`src/rtl/xtrig_defines.svh`:
```
// register map, field positions and reset values of the cross trigger matrix
`ifndef XTRIG_DEFINES_SVH
`define XTRIG_DEFINES_SVH

// register port widths
`define XT_AW          8
`define XT_DW          32

// register offsets
`define XT_OFS_LINE_A  8'h00
`define XT_OFS_LINE_B  8'h04
`define XT_OFS_CTRL    8'h08
`define XT_OFS_STAT    8'h0c

// route word: per endpoint, low bit drives the line, high bit receives it; break has only its receive bit, bit 4 is masked
`define XT_CFG_W       10
`define XT_CFG_MASK    10'h3ef
`define XT_CFG_RST     10'h000
`define XT_B_INT_SRC   0
`define XT_B_INT_RCV   1
`define XT_B_EXT_SRC   2
`define XT_B_EXT_RCV   3
`define XT_B_BRK_RCV   5
`define XT_B_BUS_SRC   6
`define XT_B_BUS_RCV   7
`define XT_B_COAX_SRC  8
`define XT_B_COAX_RCV  9

// control word: stored bits, then self-clearing command bits
`define XT_CTRL_W      5
`define XT_CTRL_RST    5'h00
`define XT_C_EXEC_INT  0
`define XT_C_EXEC_EXT  1
`define XT_C_TIMING    2
`define XT_C_ATRG_INT  3
`define XT_C_ATRG_EXT  4
`define XT_C_GO_INT    8
`define XT_C_GO_EXT    9
`define XT_C_HALT_INT  10
`define XT_C_HALT_EXT  11

`endif

```
`src/rtl/xtrig_pkg.sv`:
```
// types shared by the cross trigger matrix
`include "xtrig_defines.svh"
package xtrig_pkg;
   // measurement state of one analyzer
   typedef enum logic [2:0] {
      AN_IDLE = 3'b001,
      AN_RUN  = 3'b010,
      AN_TRIG = 3'b100
   } an_state_t;
   // route word of one internal line
   typedef logic [`XT_CFG_W-1:0] route_cfg_t;
endpackage

```
`src/rtl/cross_trigger_arm_matrix.sv`:
```
// cross trigger routing matrix: two internal lines, analyzers, break, trigger ports
// Notes on behaviour
// - execute-start option begins the current trace when the bus execute line falls
// - execute is active low; an enabled analyzer abandons its run and restarts
// - bus and coaxial triggers are active low, same role, both directions
// - two internal lines, each with its own route word
// - an analyzer routed as source asserts the line on its trigger
// - break routed as receiver requests the monitor while the line stands
// - with both analyzers as source, the first to trigger takes the line
// - a port routed as receiver shows its trigger while the line stands
// - a port routed as source asserts the line while its input is active and we are not driving that port
// - analyzer is armed always unless an arming source is selected
// - no trace capture before the analyzer is armed
// - analyzer routed as receiver is armed when the line asserts
// - arm term usable as qualifier, except by the external analyzer in timing mode; as trigger qualifier it triggers at arm
// - timing mode with arming source starts acquisition only at the arm
// - either analyzer's trigger may arm the other through a line
// - ports may drive, receive or both; received triggers may break
// - shared line into break fires on analyzer or outside trigger, either
// - analyzer drops the line that caused its break; fed ports drop too
// - trigger on a non-break line stays until halt or next trace
`include "xtrig_defines.svh"
module cross_trigger_arm_matrix (
   // clock and reset
   input  wire logic              clock,
   input  wire logic              sys_rst,
   // register port
   input  wire logic [`XT_AW-1:0] reg_addr,
   input  wire logic [`XT_DW-1:0] reg_wdata,
   input  wire logic              reg_we,
   input  wire logic              reg_re,
   output logic      [`XT_DW-1:0] reg_rdata,
   // internal emulation analyzer
   input  wire logic              int_cond,
   output logic                   int_armed,
   output logic                   int_acquire,
   output logic                   int_running,
   output logic                   int_trig,
   // external analyzer
   input  wire logic              ext_cond,
   output logic                   ext_armed,
   output logic                   ext_acquire,
   output logic                   ext_running,
   output logic                   ext_trig,
   // emulator break
   output logic                   break_req,
   // coordinated measurement bus
   input  wire logic              coordinated_measurement_bus_exec_n,
   input  wire logic              coordinated_measurement_bus_trig_in_n,
   output logic                   coordinated_measurement_bus_trig_out_n,
   output logic                   coordinated_measurement_bus_trig_oe_n,
   // coaxial trigger port
   input  wire logic              coaxial_trigger_port_in_n,
   output logic                   coaxial_trigger_port_out_n,
   output logic                   coaxial_trigger_port_oe_n
);
   // control and read state
   logic [`XT_CTRL_W-1:0] ctrl_q;
   logic [`XT_DW-1:0]     rdata_q;
   logic                  exec_q;
   logic                  break_q;
   logic                  bus_drv_q;
   logic                  coax_drv_q;

   // per-line results
   logic [1:0] line_w;
   logic [1:0] arm_int_w;
   logic [1:0] arm_ext_w;
   logic [1:0] brk_w;
   logic [1:0] to_bus_w;
   logic [1:0] to_coax_w;
   logic [1:0] owner_w [2];
   xtrig_pkg::route_cfg_t cfg_rd [2];
   xtrig_pkg::route_cfg_t live_w [2];

   // address decode
   wire sel_a    = reg_addr == `XT_OFS_LINE_A;
   wire sel_b    = reg_addr == `XT_OFS_LINE_B;
   wire sel_ctrl = reg_addr == `XT_OFS_CTRL;
   wire sel_stat = reg_addr == `XT_OFS_STAT;
   wire wr_ctrl  = reg_we && sel_ctrl;

   // execute is active low; a falling edge is one execute event
   wire exec_fall = exec_q && !coordinated_measurement_bus_exec_n;

   // starts come from software or from an enabled execute event
   wire go_int   = (wr_ctrl && reg_wdata[`XT_C_GO_INT])
                 || (exec_fall && ctrl_q[`XT_C_EXEC_INT]);
   wire go_ext   = (wr_ctrl && reg_wdata[`XT_C_GO_EXT])
                 || (exec_fall && ctrl_q[`XT_C_EXEC_EXT]);
   wire halt_int = wr_ctrl && reg_wdata[`XT_C_HALT_INT];
   wire halt_ext = wr_ctrl && reg_wdata[`XT_C_HALT_EXT];
   wire restart  = go_int || go_ext;
   wire idle     = !int_running && !ext_running;

   // incoming port triggers, active low; our own drive is masked out, which
   // stops a two-way port latching its own line, at the cost of not seeing
   // an outside trigger while we hold the wire low
   wire bus_in  = !coordinated_measurement_bus_trig_in_n
                  && !bus_drv_q;
   wire coax_in = !coaxial_trigger_port_in_n && !coax_drv_q;

   // arming inputs collected across both lines
   wire int_arm_sel = live_w[0][`XT_B_INT_RCV] || live_w[1][`XT_B_INT_RCV];
   wire ext_arm_sel = live_w[0][`XT_B_EXT_RCV] || live_w[1][`XT_B_EXT_RCV];
   wire int_arm_in  = |arm_int_w;
   wire ext_arm_in  = |arm_ext_w;
   wire timing      = ctrl_q[`XT_C_TIMING];
   // a timing analyzer has no state qualifiers, so the arm term is unused there
   wire ext_atrg    = ctrl_q[`XT_C_ATRG_EXT] && !timing;

   // drive requests toward the break and the ports
   wire brk_any  = |brk_w;
   wire bus_drv  = |to_bus_w;
   wire coax_drv = |to_coax_w;

   // status word seen by software
   wire [`XT_DW-1:0] stat_w = `XT_DW'({owner_w[1], owner_w[0], break_q, line_w,
                                       ext_trig, int_trig, ext_running, int_running,
                                       ext_armed, int_armed});

   // read selection; unmapped addresses read as zero
   wire [`XT_DW-1:0] rd_mux = sel_a    ? `XT_DW'(cfg_rd[0])
                            : sel_b    ? `XT_DW'(cfg_rd[1])
                            : sel_ctrl ? `XT_DW'(ctrl_q)
                            : sel_stat ? stat_w
                            : `XT_DW'(0);

   // internal emulation analyzer
   analyzer_arm u_int (
      .clock       (clock),
      .sys_rst     (sys_rst),
      .start       (go_int),
      .halt        (halt_int),
      .trig_on_arm (ctrl_q[`XT_C_ATRG_INT]),
      .arm_sel     (int_arm_sel),
      .arm_in      (int_arm_in),
      .cond        (int_cond),
      .armed       (int_armed),
      .acquire     (int_acquire),
      .running     (int_running),
      .trig        (int_trig)
   );

   // external analyzer, state or timing
   analyzer_arm u_ext (
      .clock       (clock),
      .sys_rst     (sys_rst),
      .start       (go_ext),
      .halt        (halt_ext),
      .trig_on_arm (ext_atrg),
      .arm_sel     (ext_arm_sel),
      .arm_in      (ext_arm_in),
      .cond        (ext_cond),
      .armed       (ext_armed),
      .acquire     (ext_acquire),
      .running     (ext_running),
      .trig        (ext_trig)
   );

   // one route word, live copy and router per internal line
   for (genvar g = 0; g < 2; g++) begin : lines
      xtrig_pkg::route_cfg_t cfg_q;
      xtrig_pkg::route_cfg_t live_q;
      wire wr_cfg = reg_we && (g == 0 ? sel_a : sel_b);

      // software copy of the route word
      always_ff @(posedge clock) begin
         if (sys_rst) cfg_q <= `XT_CFG_RST;
         else if (wr_cfg) cfg_q <= reg_wdata[`XT_CFG_W-1:0] & `XT_CFG_MASK;
      end

      // routes load while both analyzers are idle or at any start, even one made while the other analyzer is running
      always_ff @(posedge clock) begin
         if (sys_rst) live_q <= `XT_CFG_RST;
         else if (restart || idle) live_q <= cfg_q;
      end

      assign cfg_rd[g] = cfg_q;
      assign live_w[g] = live_q;

      line_route u_route (
         .clock    (clock),
         .sys_rst  (sys_rst),
         .cfg      (live_q),
         .restart  (restart),
         .int_trig (int_trig),
         .ext_trig (ext_trig),
         .bus_in   (bus_in),
         .coax_in  (coax_in),
         .line     (line_w[g]),
         .arm_int  (arm_int_w[g]),
         .arm_ext  (arm_ext_w[g]),
         .brk      (brk_w[g]),
         .to_bus   (to_bus_w[g]),
         .to_coax  (to_coax_w[g]),
         .owner    (owner_w[g])
      );
   end

   // named copies of the two internal lines
   wire cross_trigger_line_a = line_w[0];
   wire cross_trigger_line_b = line_w[1];

   // stored control bits; command bits are not kept
   always_ff @(posedge clock) begin
      if (sys_rst) ctrl_q <= `XT_CTRL_RST;
      else if (wr_ctrl) ctrl_q <= reg_wdata[`XT_CTRL_W-1:0];
   end

   // read data stands only in the cycle after the read strobe
   always_ff @(posedge clock) begin
      if (sys_rst) rdata_q <= `XT_DW'(0);
      else if (reg_re) rdata_q <= rd_mux;
      else rdata_q <= `XT_DW'(0);
   end

   // previous execute level, idle high
   always_ff @(posedge clock) begin
      if (sys_rst) exec_q <= 1'b1;
      else exec_q <= coordinated_measurement_bus_exec_n;
   end

   // break request follows any line routed into the break
   always_ff @(posedge clock) begin
      if (sys_rst) break_q <= 1'b0;
      else break_q <= brk_any;
   end

   // open-drain port drives, held in flops to keep the wire loop-free
   always_ff @(posedge clock) begin
      if (sys_rst) begin
         bus_drv_q  <= 1'b0;
         coax_drv_q <= 1'b0;
      end else begin
         bus_drv_q  <= bus_drv;
         coax_drv_q <= coax_drv;
      end
   end

   // outputs; an active trigger pulls the wire low, enable low while driving
   assign reg_rdata                              = rdata_q;
   assign break_req                              = break_q;
   assign coordinated_measurement_bus_trig_out_n = !bus_drv_q;
   assign coordinated_measurement_bus_trig_oe_n  = !bus_drv_q;
   assign coaxial_trigger_port_out_n             = !coax_drv_q;
   assign coaxial_trigger_port_oe_n              = !coax_drv_q;
endmodule

```
`src/rtl/analyzer_arm.sv`:
```
// arming and trigger sequencing of one analyzer
`include "xtrig_defines.svh"
module analyzer_arm (
   // clock and reset
   input  wire logic clock,
   input  wire logic sys_rst,
   // measurement control
   input  wire logic start,
   input  wire logic halt,
   input  wire logic trig_on_arm,
   // arming
   input  wire logic arm_sel,
   input  wire logic arm_in,
   // pattern logic
   input  wire logic cond,
   // state
   output logic      armed,
   output logic      acquire,
   output logic      running,
   output logic      trig
);
   xtrig_pkg::an_state_t state_q;
   xtrig_pkg::an_state_t state_d;
   logic                 arm_q;
   wire                  fire;

   // no arming source means armed at all times
   assign armed   = !arm_sel || arm_q;
   assign running = state_q != xtrig_pkg::AN_IDLE;
   // capture waits for the arm; timing acquisition thus starts at the arm
   assign acquire = running && armed;
   assign trig    = state_q == xtrig_pkg::AN_TRIG;
   // arm term may stand as the trigger qualifier itself
   assign fire    = armed && (cond || trig_on_arm);

   // a start restarts the measurement from any state; a halt in the same cycle wins except in idle
   always_comb begin
      state_d = state_q;
      case (state_q)
         xtrig_pkg::AN_IDLE: begin
            if (start) state_d = xtrig_pkg::AN_RUN;
         end
         xtrig_pkg::AN_RUN: begin
            if (halt) state_d = xtrig_pkg::AN_IDLE;
            else if (!start && fire) state_d = xtrig_pkg::AN_TRIG;
         end
         xtrig_pkg::AN_TRIG: begin
            // trigger stays up until halt or the next start
            if (halt) state_d = xtrig_pkg::AN_IDLE;
            else if (start) state_d = xtrig_pkg::AN_RUN;
         end
         default: state_d = xtrig_pkg::AN_IDLE;
      endcase
   end

   always_ff @(posedge clock) begin
      if (sys_rst) state_q <= xtrig_pkg::AN_IDLE;
      else state_q <= state_d;
   end

   // arm is set over a restart so a coincident arm is not lost
   always_ff @(posedge clock) begin
      if (sys_rst) arm_q <= 1'b0;
      else if (arm_in) arm_q <= 1'b1;
      else if (start) arm_q <= 1'b0;
   end
endmodule

```
`src/rtl/line_route.sv`:
```
// sources, receivers and break release of one internal cross trigger line
`include "xtrig_defines.svh"
module line_route (
   // clock and reset
   input  wire logic                   clock,
   input  wire logic                   sys_rst,
   // live route word and restart
   input  wire xtrig_pkg::route_cfg_t  cfg,
   input  wire logic                   restart,
   // sources
   input  wire logic                   int_trig,
   input  wire logic                   ext_trig,
   input  wire logic                   bus_in,
   input  wire logic                   coax_in,
   // receivers
   output logic                        line,
   output logic                        arm_int,
   output logic                        arm_ext,
   output logic                        brk,
   output logic                        to_bus,
   output logic                        to_coax,
   // first analyzer to drive: bit0 internal, bit1 external
   output logic [1:0]                  owner
);
   logic [1:0] owner_q;
   logic       kill_q;
   wire        int_d = cfg[`XT_B_INT_SRC] && int_trig;
   wire        ext_d = cfg[`XT_B_EXT_SRC] && ext_trig;
   wire        ana   = (int_d || ext_d) && !kill_q;
   wire        port  = (cfg[`XT_B_BUS_SRC] && bus_in) || (cfg[`XT_B_COAX_SRC] && coax_in);

   // line is the or of every enabled source; analyzer sources are masked once they have broken through it
   assign line    = ana || port;
   assign arm_int = cfg[`XT_B_INT_RCV] && line;
   assign arm_ext = cfg[`XT_B_EXT_RCV] && line;
   assign brk     = cfg[`XT_B_BRK_RCV] && line;
   assign to_bus  = cfg[`XT_B_BUS_RCV] && line;
   assign to_coax = cfg[`XT_B_COAX_RCV] && line;
   assign owner   = owner_q;

   // first analyzer to reach its trigger takes the line; internal wins a tie
   always_ff @(posedge clock) begin
      if (sys_rst || restart) owner_q <= 2'h0;
      else if (owner_q == 2'h0 && int_d) owner_q <= 2'h1;
      else if (owner_q == 2'h0 && ext_d) owner_q <= 2'h2;
   end

   // analyzer releases a line once it has broken the emulator through it
   always_ff @(posedge clock) begin
      if (sys_rst || restart) kill_q <= 1'b0;
      else if (ana && cfg[`XT_B_BRK_RCV]) kill_q <= 1'b1;
   end
endmodule

```
`config.mk`:
```
export PLATFORM = sky130hd
export DESIGN_NAME = cross_trigger_arm_matrix
export DESIGN_NICKNAME = d
export VERILOG_FILES = /design/src/rtl/xtrig_pkg.sv /design/src/rtl/cross_trigger_arm_matrix.sv /design/src/rtl/analyzer_arm.sv /design/src/rtl/line_route.sv
export VERILOG_INCLUDE_DIRS = /design/src /design/src/rtl
export SDC_FILE = /design/constraint.sdc
export NUM_CORES = 1
export LEC_CHECK = 0
export BUFFER_PORTS_ARGS = -buffer_cell sky130_fd_sc_hd__buf_2
export CORE_UTILIZATION = 55
export DETAILED_ROUTE_END_ITERATION = 10
export GPL_TIMING_DRIVEN = 0
export MAX_ROUTING_LAYER = met4
export PLACE_DENSITY = 0.84
export SLEW_MARGIN = 20
export SYNTH_ARGS = -nofsm -noshare
export SYNTH_HDL_FRONTEND = slang
export SYNTH_SLANG_ARGS = --single-unit
```
`constraint.sdc`:
```
create_clock -name clock -period 5.2 [get_ports clock]
set_clock_uncertainty 0.2 [all_clocks]
set_input_delay 0.52 -clock clock [delete_from_list [all_inputs] [get_ports clock]]
set_output_delay 0.52 -clock clock [all_outputs]
set_load 0.01 [all_outputs]
```
# == After elaboration in Yosys (flattened, before gate mapping) ==
# Cells that the tools add are included.
# word_totals
out_inout_bits,45
inputBits,49
reg_bits,91
# classes
muxes,22
eq_ne,13
n_bitwise,2
reduce_logical,95
# ops
operator,n
logical AND 1 bit,46
2-to-1 mux 10 bit,4
2-to-1 mux 3 bit,8
case mux 3 bit (3 select lines),2
logical OR 1 bit,17
== test 8 x 4 -> 1 bit (second input constant),2
OR reduction 2 bit,8
logical NOT 1 bit,14
== test 8 x 3 -> 1 bit (second input constant),1
logical NOT 8 bit,1
2-to-1 mux 1 bit,8
nonzero test 2 bit,4
== test 3 x 1 -> 1 bit (second input constant),2
== test 3 x 2 -> 1 bit (second input constant),2
== test 3 bit (second input constant),2
inequality test 3 x 1 -> 1 bit (second input constant),2
inequality test 3 x 2 -> 1 bit (second input constant),2
OR reduction 6 bit,1
OR reduction 5 bit,1
logical NOT 2 bit,2
OR reduction 4 bit,1
inverter 1 bit,2

# == Logic depth before layout (Yosys ltp) ==
# logic_depth
ltp_word,9
ltp_mapped,9
ltp_nobuf,7

# == Cells and area by module ==
# A second synthesis with hierarchy kept.
# hier_totals
hier_cells,408
area_unflattened_um2,3580.9
# by_module_without_submodules
module,cells_each,instances,seq_area_each_um2,area_per_inst_um2
cross_trigger_arm_matrix,290,1,1161.1,2680.1
line_route,30,2,60.1,230.2
analyzer_arm,29,2,80.1,220.2

# == Worst setup path after synthesis ==
# Ideal clock, no wire load.
# synth_path
kind,input-to-reg
startpoint,input reg_addr[3]
endpoint,register lines[0].live_q[0]
path_slack_ns,2.993
n_path_buf,4
t_required_ns,4.928
setup_time_ns,0.072
cell_stages,9
arrival_time_ns,1.935
cell_sequence,buf_2 nor2b_4 and3_4 buf_6 a32o_2 a211oi_2 buf_6 buf_12 mux2i_1
# synth_between
elab_chain_len,6
word_cells_on_any_way,8
classes_between,1 x eq/ne; 7 x reduce/logical
# synth_rtl
item,line,source
from (decl),cross_trigger_arm_matrix.sv:28,"input wire logic [`XT_AW-1:0] reg_addr,"
== test 8 x 4 -> 1 bit (no source line) *,n/a,
logical AND 1 bit *,cross_trigger_arm_matrix.sv:81,wire wr_ctrl = reg_we && sel_ctrl;
logical AND 1 bit (on tied branches),"cross_trigger_arm_matrix.sv:87, cross_trigger_arm_matrix.sv:89",
logical OR 1 bit (on tied branches),"cross_trigger_arm_matrix.sv:87, cross_trigger_arm_matrix.sv:89",
logical OR 1 bit *,cross_trigger_arm_matrix.sv:93,wire restart = go_int || go_ext;
logical OR 1 bit *,cross_trigger_arm_matrix.sv:176,else if (restart || idle) live_q <= cfg_q;
to (signal assigned),cross_trigger_arm_matrix.sv:175,if (sys_rst) live_q <= `XT_CFG_RST;
to (signal assigned),cross_trigger_arm_matrix.sv:176,
to (decl),cross_trigger_arm_matrix.sv:164,xtrig_pkg::route_cfg_t live_q;
# Mark *: on every way between the ends. The rest lies on a longest branch, timed or not.
# A chain may end at the register's enable or synchronous reset.

# == Final worst setup path ==
# layout_path
startpoint,register u_ext.state_q[0]
endpoint,output ext_running
# layout_between
elab_chain_len,1
# layout_rtl
item,line,source
from (decl),analyzer_arm.sv:22,xtrig_pkg::an_state_t state_q;
from (signal assigned),analyzer_arm.sv:57,if (sys_rst) state_q <= xtrig_pkg::AN_IDLE;
from (signal assigned),analyzer_arm.sv:58,else state_q <= state_d;
inequality test 3 x 1 -> 1 bit,analyzer_arm.sv:29,assign running = state_q != xtrig_pkg::AN_IDLE;
to (decl),cross_trigger_arm_matrix.sv:43,"output logic ext_running,"
# Every way passes these cells.

==> results.md <==
* Worst hold start: coordinated_measurement_bus_exec_n
* Worst-Margin Slew at 0.805 ns
* Reg2reg end: reg_rdata[6]
* Filler Cell Count at 468
* Hold Path Class: input port to flop
* Overflow after GRT at 0
* Synth Instances at 370
* Ys async rst share at 0
* Hold buffers post-CTS at 0
* Reg2reg start: u_int.state_q[2]
* Post-CTS Setup Bufs at 0
* Tcrit/Tclk final at 0.478
* Post-CTS Resized at 0
* Hold Fails Final Rpt at 0
* Synth top area share at 0.446
* Clock root cell: clkbuf_8
* Mean Syn Cell Area at 8.73 um2
* Crit path to: ext_running
* Prevailing post-synth register cell: dfxtp_1
* Seq cells post-synth at 72
* Crit Path Class: flop to output port
* Clk_lat worst skew at 0.36 ns
* Initial Util at 0.579
* Power Density at 279 nW/um2
* Biggest area consumer among synthesized cells: dfxtp_1
* CP Max Fanout at 5
* MaxCap Viol Count at 0
* Post-synth EDFFs at 0
* WP buf/inv at 2
* First drt pass iteration count at 5
* Total GRT Usage at 0.286
* Full die area at 6180 um2
* Adder-Cell Fraction of Synth Area at 0
* XOR/XNOR share of the synthesized area at 0.00271
* R2R Setup Slk at 3.01 ns
* Cell Area, Synth at 3230 um2
* IO buf count at 52
* Clk buf depth at 2
* Initial DRC Count at 274
* Detailed-route wire length per cell at 15.6 um
* Clock Sinks at 72
* Die Y-Extent at 78.6 um
* Routability Congestion at 0.934
* Yosys cell types at 48
* LEAKAGE at 1.72 nW
* Core area at 5570 um2
* Final net count at 500
* Peak supply drop at 215 uV
* Vias per cell at 5.49
* Largest net degree at the start of global routing at 13
* Initial antenna violation count at 0
* Share of cells above drive strength 1 at 0.230
* DRC Markers at 0
* CTS tree: done
* Crit-path leading delay family: simple AND/OR/NAND/NOR gates
* Critical path arrival at 1.77 ns
* Total CTS buffers at 9
* PnR worst setup slack at 2.71 ns
* HPWL Detailed at 5.95 mm
* Final setup viols at 0
* Hold Slack at 0.212 ns
* Total Neg Setup Slack at 0 ns
* Max-slew violation count at 0
* Status: finished clean
* Worst reg-to-reg path cell count at 5
* DR vias at 2,901
* H-tree depth at 3
* Final Critical Period at 2.49 ns
* Startpoint type of the worst setup path: flop
* Largest family of logic cells by synthesized area: simple AND/OR/NAND/NOR gates
* Std-Cell Rows at 27
* Final ANT Viol Nets at 0
* Top post-synthesis cells by area: dfxtp_1, mux2i_1, nand2_1
* Unrepaired setup endpoints after global routing: no
* Crit-path slowest cell: nor3b_1
* Die Width at 78.6 um
* Critical-path cell list: nor3b_1 > inv_1 > buf_2
* Worst-path clk slew at 0.08 ns
* CP Capture Type: output port
* DRT Wirelength at 8.25 mm
* Compound-Gate Fraction of Synth Area at 0.122
* Simple-Gate Fraction of Synth Area at 0.217
* Io pins at 94
* Mux share of post-synthesis cell area at 0.118
* Stages on worst setup path at 3
* Final core occ at 0.691
* Area added between synthesis and finish at 19.3%
* Vias in the first global route at 2,653
* Post-synthesis sequential area ratio at 0.446
* Synth Warn # at 0
* CP Data Required Time at 4.48 ns
* Highest clock rate at 402 MHz
* Slew margin rel. at 0.462
* # diodes at 0
* First-pass GRT wire length at 12.9 mm
* Max incr delay on CP at 0.69 ns
* Dpl cells at 512
* Worst slack, placed at 2.66 ns
* Non-filler instance count after layout at 528
* Crit. Startpoint: u_ext.state_q[0]
==> final cells by class <==
class                           instances  area [um2]  area share
Clock buffer                           11         151      0.0393
Inverter                               12        45.0      0.0117
Multi-Input combinational cell        266        1560       0.404
Sequential cell                        72        1440       0.374
Timing Repair Buffer                   52         260      0.0675
Clock inverter                          5        55.1      0.0143
Tap cell                               72        90.1      0.0234
Buffer                                 38         255      0.0662
==> synthesized netlist by cell type (all sizes together) (2+ instances only) <==
cell type   n
and3        5
nor2       51
a21oi      23
nand3       6
dfxtp      72
nor4        4
o221ai      4
mux2i      38
clkbuf     12
buf        26
nor3        2
nand4       2
o21ai       6
nor3b       6
inv        11
a21o        2
nand2      67
a22oi       6
nand4bb     2
a2111oi     2
o211ai      2
a32oi       2
a32o        2
==> worst register-to-register path, delay by kind of cell, from the launching register on <==
family,cells,cell delay (ns)
and+or+nand+nor,1,0.44
AOI/OAI and AO/OA,4,1.03
DFF,1,0.44
==> report_power, final <==
group	switching, mW	total, mW	internal (mW)
sequential	0.000765	0.553	0.552
combinational	0.0392	0.0636	0.0244
clock	0.214	0.460	0.246
==> routing by layer <==
layer  vias to the layer above  share of wire  track usage
met5                         -              0            -
met4                         0          0.025        0.152
met3                        25          0.087       0.0558
met2                       143           0.47        0.447
met1                      1333           0.41        0.349
li1                       1400              -            -
==> sequential cells by signal, summed over array words and instances, names as in the netlist <==
register              count
ctrl_q                    5
coax_drv_q                1
lines.cfg_q              18
reg_rdata                13
bus_drv_q                 1
exec_q                    1
lines.u_route.owner       4
lines.live_q             18
u_int.state_q             3
u_int.arm_q               1
break_req                 1
lines.u_route.kill_q      2
u_ext.arm_q               1
u_ext.state_q             3
==> worst min-delay path by stage <==
| stage | to | slack [ns] | depth (start not counted) |
|---|---|---|---|
| global placement | u_int.arm_q | 0.24 | 2 |
| detailed placement | lines[0].live_q[6] | 0.25 | 2 |
| CTS | exec_q | 0.20 | 3 |
| floorplan | u_int.arm_q | 0.23 | 2 |
| finish | exec_q | 0.21 | 3 |
| global route | lines[1].cfg_q[5] | 0.23 | 3 |
==> through the flow <==
| step | cell area (um2) | power [mW] |
|---|---|---|
| 6_report | 3850 | 1.08 |
| 5_1_grt | 3850 | 1.10 |
| 4_1_cts | 3850 | 1.07 |
| 3_5_place_dp | 3650 | 0.627 |
| 3_3_place_gp | 3650 | 0.627 |
| 2_1_floorplan | 3300 | 0.604 |
==> cells in the final DEF (no fill, tap or decap), drive strengths merged, types with 2 or more instances in the layout <==
cell type	count
nand4	2
clkinv	3
nand2	67
clkbuf	23
inv	11
nor3	2
mux2i	38
a21oi	23
o221ai	4
nor4	4
o21ai	6
nand4bb	2
clkinvlp	2
conb	19
nor3b	6
a32o	2
a22oi	6
buf	78
a21o	2
nor2	51
nand3	6
a32oi	2
dfxtp	72
and3	5
o211ai	2
a2111oi	2
==> kinds of logic (layout without fill, tap and decap cells) <==
| kind of cell | Yosys count | count (layout) |
|---|---|---|
| simple gates | 150 | 150 |
| flops | 72 | 72 |
| compound gates | 58 | 58 |
| buf+inv | 50 | 118 |
| mux | 38 | 38 |
| other cells | 1 | 19 |
| xor+xnor | 1 | 1 |
(Power assumes the default switching activity.)
